<file path="src/common/seesp_map.svh">
/*
 Constants of the serial EEPROM front end: opcode encodings, bit-count limits and zero values.
 Assumes inclusion from the package and the design file only.
*/
`ifndef SEESP_MAP_SVH
`define SEESP_MAP_SVH
`define SEESP_OP_SET_WL 8'h06
`define SEESP_OP_CLR_WL 8'h04
`define SEESP_OP_STAT_FETCH 8'h05
`define SEESP_OP_STAT_UPDATE 8'h01
`define SEESP_OP_READ 8'h03
`define SEESP_OP_WRITE 8'h02
`define SEESP_BYTE_LAST 3'h7
`define SEESP_CNT_ZERO 3'h0
`define SEESP_BYTE_ZERO 8'h00
`endif

</file>
<file path="src/common/seesp_pkg.sv">
/*
 Types of the serial EEPROM front end.
 Assumes seesp_map.svh sits in the include path.
*/
`include "seesp_map.svh"
package seesp_pkg;
    // Frame phase, Gray coded along idle -> opcode -> active -> wait
    typedef enum logic [1:0] {
        SEESP_IDLE = 2'b00,
        SEESP_OPC = 2'b01,
        SEESP_ACT = 2'b11,
        SEESP_WAIT = 2'b10
    } seesp_phase_t;
    typedef enum logic [2:0] {
        SEESP_CMD_NONE = 3'h0,
        SEESP_CMD_READ = 3'h1,
        SEESP_CMD_WRITE = 3'h2,
        SEESP_CMD_SFETCH = 3'h3,
        SEESP_CMD_SUPD = 3'h4
    } seesp_cmd_t;
    // Synchronised pin levels
    typedef struct packed {
        logic sel_n;
        logic sclk;
        logic mosi;
        logic hold_n;
        logic guard_n;
    } seesp_pins_t;
    // Received byte handed to the array side
    typedef struct packed {
        seesp_cmd_t cmd;
        logic [7:0] data;
    } seesp_word_t;
    typedef struct packed {
        seesp_pins_t s1;
        seesp_pins_t s2;
        seesp_pins_t p;
        logic armed;
        seesp_phase_t phase;
        seesp_cmd_t cmd;
        logic paused;
        logic [2:0] bitcnt;
        logic [7:0] shin;
        logic [7:0] shout;
        logic [7:0] tx_data;
        logic tx_ld;
        logic wel;
        logic guarded;
        logic miso;
        logic miso_oe;
        logic standby;
        logic prog_go;
        logic [1:0] bvld;
        seesp_word_t [1:0] buf_q;
        logic rd_ptr;
        logic wr_ptr;
    } seesp_state_t;
endpackage

</file>
<file path="src/design/seesp_front_end.sv">
/*
 Serial slave front end of a small serial EEPROM, sampled by mclk_i.
 Assumes the array and status blocks take received words through a
 two-entry buffer and supply read bytes and the busy flag.
*/
`timescale 1ns/1ns
`default_nettype none
`include "seesp_map.svh"
module seesp_front_end
    import seesp_pkg::*;
#(
    parameter int DEPTH = 2
) (
    // Clock and reset
    input wire logic mclk_i,
    input wire logic sys_rst_i,
    // Serial pins
    input wire logic device_enable_n_i,
    input wire logic bit_strobe_i,
    input wire logic serial_in_i,
    input wire logic hold_n_i,
    input wire logic guard_pin_n_i,
    output logic serial_out_o,
    output logic serial_out_oe_o,
    // Array side
    output logic rx_valid_o,
    output seesp_word_t rx_word_o,
    input wire logic rx_ready_i,
    input wire logic [7:0] tx_data_i,
    input wire logic tx_valid_i,
    output logic tx_ready_o,
    input wire logic prog_busy_i,
    output logic prog_start_o,
    output logic write_latch_o,
    output logic standby_o
);
    seesp_state_t q, d;

    function automatic seesp_cmd_t decode(input logic [7:0] b);
        unique case (b)
            `SEESP_OP_READ: decode = SEESP_CMD_READ;
            `SEESP_OP_WRITE: decode = SEESP_CMD_WRITE;
            `SEESP_OP_STAT_FETCH: decode = SEESP_CMD_SFETCH;
            `SEESP_OP_STAT_UPDATE: decode = SEESP_CMD_SUPD;
            default: decode = SEESP_CMD_NONE;
        endcase
    endfunction

    logic sel, rise, fall, hfall, hrise, gfall, desel, selfall, push;
    logic [7:0] byte_in;
    seesp_cmd_t opc;

    // ==========================================================
    // Next state
    always_comb begin
        d = q;
        d.s1 = '{device_enable_n_i, bit_strobe_i, serial_in_i, hold_n_i, guard_pin_n_i};
        d.s2 = q.s1;
        d.p = q.s2;
        d.prog_go = 1'b0;
        sel = !q.s2.sel_n;
        desel = q.s2.sel_n && !q.p.sel_n;
        selfall = !q.s2.sel_n && q.p.sel_n;
        rise = q.s2.sclk && !q.p.sclk;
        fall = !q.s2.sclk && q.p.sclk;
        hfall = !q.s2.hold_n && q.p.hold_n && !q.s2.sclk;
        hrise = q.s2.hold_n && !q.p.hold_n && !q.s2.sclk;
        // either idle level, edges found the same way
        gfall = !q.s2.guard_n && q.p.guard_n;
        byte_in = {q.shin[6:0], q.s2.mosi};
        opc = decode(byte_in);
        push = 1'b0;
        if (selfall) begin
            d.armed = 1'b1;
        end
        if (sel && hfall) begin
            d.paused = 1'b1;
        end else if (hrise) begin
            d.paused = 1'b0;
        end
        if (desel || !sel) begin
            d.phase = SEESP_IDLE;
            d.bitcnt = `SEESP_CNT_ZERO;
            d.cmd = SEESP_CMD_NONE;
            d.tx_ld = 1'b0;
            // write ends on byte boundary only
            if (desel && q.phase == SEESP_ACT && q.cmd != SEESP_CMD_READ &&
                q.cmd != SEESP_CMD_SFETCH && q.bitcnt == `SEESP_CNT_ZERO &&
                q.guarded && !prog_busy_i) begin
                d.prog_go = 1'b1;
                // latch drops after write or update
                d.wel = 1'b0;
            end
            d.guarded = 1'b0;
        end
        if (selfall) begin
            d.phase = SEESP_OPC;
        end
        if (sel && !q.paused && q.phase != SEESP_IDLE && q.phase != SEESP_WAIT) begin
            if (rise) begin
                d.shin = byte_in;
                d.bitcnt = q.bitcnt + 3'h1;
                if (q.bitcnt == `SEESP_BYTE_LAST) begin
                    push = 1'b1;
                    if (q.phase == SEESP_OPC) begin
                        if (byte_in == `SEESP_OP_SET_WL) begin
                            d.wel = 1'b1;
                            d.phase = SEESP_WAIT;
                            push = 1'b0;
                        end else if (byte_in == `SEESP_OP_CLR_WL) begin
                            d.wel = 1'b0;
                            d.phase = SEESP_WAIT;
                            push = 1'b0;
                        end else if (opc == SEESP_CMD_NONE) begin
                            d.phase = SEESP_WAIT;
                            push = 1'b0;
                        end else begin
                            d.cmd = opc;
                            d.phase = SEESP_ACT;
                            // write needs latch and guard high
                            d.guarded = q.wel && q.s2.guard_n &&
                                (opc == SEESP_CMD_WRITE || opc == SEESP_CMD_SUPD);
                            d.tx_ld = 1'b1;
                        end
                    end
                end
            end
            if (fall && q.phase == SEESP_ACT) begin
                if (q.bitcnt == `SEESP_CNT_ZERO && q.tx_ld) begin
                    d.shout = {q.tx_data[6:0], 1'b0};
                    d.miso = q.tx_data[7];
                    d.tx_ld = 1'b0;
                end else begin
                    d.shout = {q.shout[6:0], 1'b0};
                    d.miso = q.shout[7];
                end
                if (q.bitcnt == `SEESP_BYTE_LAST) begin
                    d.tx_ld = 1'b1;
                end
            end
        end
        if (tx_valid_i && !q.tx_ld) begin
            d.tx_data = tx_data_i;
        end
        // guard low clears latch, aborts write
        if (!q.s2.guard_n || gfall) begin
            d.wel = 1'b0;
            d.guarded = 1'b0;
        end
        // output drive only selected, active, not paused
        d.miso_oe = sel && !q.paused && q.phase == SEESP_ACT &&
            (q.cmd == SEESP_CMD_READ || q.cmd == SEESP_CMD_SFETCH);
        // standby while unselected and idle; programming keeps running
        d.standby = !sel && !prog_busy_i && !d.prog_go;
        // Receive buffer, a word pushed while both entries are still full is dropped
        if (q.bvld[q.rd_ptr] && rx_ready_i) begin
            d.bvld[q.rd_ptr] = 1'b0;
            d.rd_ptr = !q.rd_ptr;
        end
        if (push && !q.bvld[q.wr_ptr]) begin
            d.buf_q[q.wr_ptr] = '{opc != SEESP_CMD_NONE && q.phase == SEESP_OPC ?
                opc : q.cmd, byte_in};
            d.bvld[q.wr_ptr] = 1'b1;
            d.wr_ptr = !q.wr_ptr;
        end
    end

    // ==========================================================
    // State register
    always_ff @(posedge mclk_i) begin
        if (sys_rst_i) begin
            q <= '0;
            // Synchroniser tracks the pins, so a select held low is no edge
            q.s1 <= d.s1;
            q.s2 <= d.s2;
            q.p <= d.p;
            q.standby <= 1'b1;
        end else begin
            q <= d;
        end
    end

    assign serial_out_o = q.miso;
    assign serial_out_oe_o = q.miso_oe;
    assign rx_valid_o = q.bvld[q.rd_ptr];
    assign rx_word_o = q.buf_q[q.rd_ptr];
    assign tx_ready_o = !q.tx_ld;
    assign prog_start_o = q.prog_go;
    assign write_latch_o = q.wel;
    assign standby_o = q.standby;
endmodule
`default_nettype wire

</file>
<file path="config.mk">
export PLATFORM = sky130hd
export DESIGN_NAME = seesp_front_end
export DESIGN_NICKNAME = d
export VERILOG_FILES = /design/src/common/seesp_pkg.sv /design/src/design/seesp_front_end.sv
export VERILOG_INCLUDE_DIRS = /design/src /design/src/common
export SDC_FILE = /design/constraint.sdc
export NUM_CORES = 1
export LEC_CHECK = 0
export BUFFER_PORTS_ARGS = -buffer_cell sky130_fd_sc_hd__buf_2
export CORE_ASPECT_RATIO = 1.2
export CORE_MARGIN = 1.5
export CORE_UTILIZATION = 30
export CTS_CLUSTER_SIZE = 20
export DETAILED_ROUTE_END_ITERATION = 8
export GPL_ROUTABILITY_DRIVEN = 0
export MAX_ROUTING_LAYER = met4
export PLACE_DENSITY_LB_ADDON = 0.05
export SYNTH_ARGS = -nofsm -noshare
export SYNTH_HDL_FRONTEND = slang
export SYNTH_SLANG_ARGS = --single-unit
</file>
<file path="constraint.sdc">
create_clock -name mclk_i -period 2.2 [get_ports mclk_i]
set_input_delay 0.44 -clock mclk_i [delete_from_list [all_inputs] [get_ports mclk_i]]
set_output_delay 0.44 -clock mclk_i [all_outputs]
set_load 0.005 [all_outputs]
</file>
==> metrics.txt <==
status complete, no violations; hold path cells 1; reg2reg path depth 6; Setup crit end rx_word_o[8]; Synth Flop Type dfxtp_1; top routing layer used met4; unrepaired setup endpoints after global routing no; area fraction of the dominant cell type after synthesis 49.14%; max cap viols 0; Worst R2R Setup Slack 0.31 ns; Relative slew margins 63.67%; TritonCTS clock tree built; post-synth cell types 48; Post-Syn Area per Cell 9.505 sq um; Clock Root Buffer clkbuf_16; CTS Hold Bufs 0; grt ovf 0; total track usage 13.91%; reg2reg end q[46]$_SDFFE_PP0P_; post-CTS setup buffers 0; Reg clk slew, reported paths 0.06 ns; Worst-Margin Slew 0.5433 ns; vias per cell 4.785; largest net degree at the start of global routing 27; Antenna Cells 0; number of synthesized flops with an enable pin 0; Critical Path RT 1.76 ns; CP Max Fanout 13; total wire length 6715 um; Yosys top cell by area dfxtp_1; Die Wd 96.35 um; htree depth 3; P&R area growth vs syn 21.46%; post-synthesis sequential area ratio 49.14%; DRC Markers 0; Cell Area, Synth 3137 sq um; setup_tns 0 ns; initial antenna violation count 0; Fill cells 1070; post-route ant nets 0; NumNets Final 392; I/O pin count 36; Syn Inst Count 330; CP Capture Type output port; commonest non-fill, non-tap cells in the layout 77 x dfxtp_1, 49 x nor2_1, 35 x buf_2; HPWL after detailed placement 4727 um; Sink Count 77; WL met2 3148 um; crit path kind flop to output port; share of layout cells above drive strength 1 22.87%; Clock Latency Late Sink 0.33 ns; Post-Route M1 WL 3202 um; max-slew violations 0; total design power 3128 uW; clk buf depth 2; most common cell after layout, fill and taps aside dfxtp_1; Synth warnings 0; crit path DAT 1.55 ns; DRT Pass-1 Iters 4; Leak 0.001622 uW; PD cells 820.9 nW/um^2; worst hold path type input pin to flop; RR Startpoint q[64]$_SDFF_PP0_; met3 wire length 193 um; Critical Path Source Type flop; synthesis-stage register bit count 77; # setup viols final 0; Setup crit start q[1]$_SDFFE_PP0P_; placeable core area 10110 sq um; Starting Density 31.03%; first-pass GRT wire length 11370 um; period utilisation layout 90.39%; minimum clock period 1.989 ns; Synth async-reset ratio 0%; vias in the first global route 2336; cts repair resizes 0; DR iter-0 viols 31; routed len/inst 13.38 um; Num CTS Buffers 9; Max VDD drop 0.3269 mV; Die Y-Extent 115.0 um; highest clock rate 502.8 MHz; vias 2402; Synthesized Nets 351; final hold vios 0; synth top area cells dfxtp_1 49%, mux2i_1 11%, nor2_1 5.9%, mux2_2 3.9%, a21oi_1 3.0%; Die ar. 11080 sq um; PortBufs 35; clock skew 0.004825 ns; # rows 40
metrics by stage:
stage | instance area (sq um) | cells | util [%] | hold WS (ns) | setup WS (ns)
floorplan | 3137 | 330 | - | 0.3096 | 0.4237
finish | 3810 | 502 | 37.69 | 0.2067 | 0.2113
global route | 3810 | 502 | 37.69 | 0.2010 | 0.07452
detailed placement | 3483 | 486 | 34.46 | 0.3121 | 0.2798
global placement | 3483 | 486 | 34.46 | 0.3097 | 0.2958
CTS | 3810 | 502 | 37.69 | 0.1913 | 0.1664
worst min path at each step:
stage / from / end / slack, ns
detailed placement: d[75]$_DFF_P_ / d[70]$_DFF_P_ / 0.31
global route: bit_strobe_i / d[75]$_DFF_P_ / 0.20
CTS: hold_n_i / d[73]$_DFF_P_ / 0.19
finish: bit_strobe_i / d[75]$_DFF_P_ / 0.21
floorplan: d[74]$_DFF_P_ / byte_in[0]$_DFF_P_ / 0.31
global placement: d[75]$_DFF_P_ / d[70]$_DFF_P_ / 0.31
layout make-up:
| class | instances | area [sq um] | share of cell area [%] |
|---|---|---|---|
| clock buffer | 12 | 256.5 | 6.732 |
| inverter | 14 | 52.55 | 1.379 |
| timing repair buffer | 51 | 295.3 | 7.750 |
| tap | 126 | 157.7 | 4.138 |
| clock inverter | 4 | 70.07 | 1.839 |
| sequential | 77 | 1541 | 40.46 |
| multi-input combinational | 218 | 1436 | 37.70 |
power breakdown:
part / switching, uW / total (uW) / internal [uW]
combinational: 61.5 / 106 / 44.3
sequential: 12.6 / 1430 / 1420
clock: 539 / 1590 / 1050
total: 613 / 3130 / 2510
routing by layer:
metal / global-route usage, % / vias to the layer above
li1: - / 1228
met1: 16.89 / 1130
met2: 21.83 / 33
met3: 2.249 / 11
met4: 7.536 / 0
met5: - / -
worst max-delay path, stage by stage (launching register included):
cell and delay (ns):
dfxtp_1 0.47, buf_4 0.26, mux2_2 0.36, buf_2 0.13
synth_stat cells (2+ instances only):
cell	instances
dfxtp_1	77
nor2_1	49
mux2i_1	34
nand2_1	22
a21oi_1	19
clkbuf_1	16
inv_1	14
nand3_1	14
mux2_2	11
a211oi_1	7
nor2b_1	5
o21ai_0	5
a31oi_1	4
nand2b_1	4
a31o_2	3
buf_2	3
ha_1	3
nand4b_1	3
nor3_1	3
a32oi_1	2
and4b_1	2
nor3b_1	2
nor4_1	2
xor2_1	2
logic make-up (layout without fill, tap and decap cells):
family / Yosys count / after routing / synth area share (%)
xor+xnor: 3 / 3 / 0.8378
simple gates: 117 / 117 / 18.43
mux: 45 / 45 / 14.80
buf+inv: 35 / 81 / 5.066
flops: 77 / 77 / 49.14
compound gates: 50 / 50 / 10.53
fa+ha+maj: 3 / 3 / 1.197
Power figures use the tool's default switching activity.
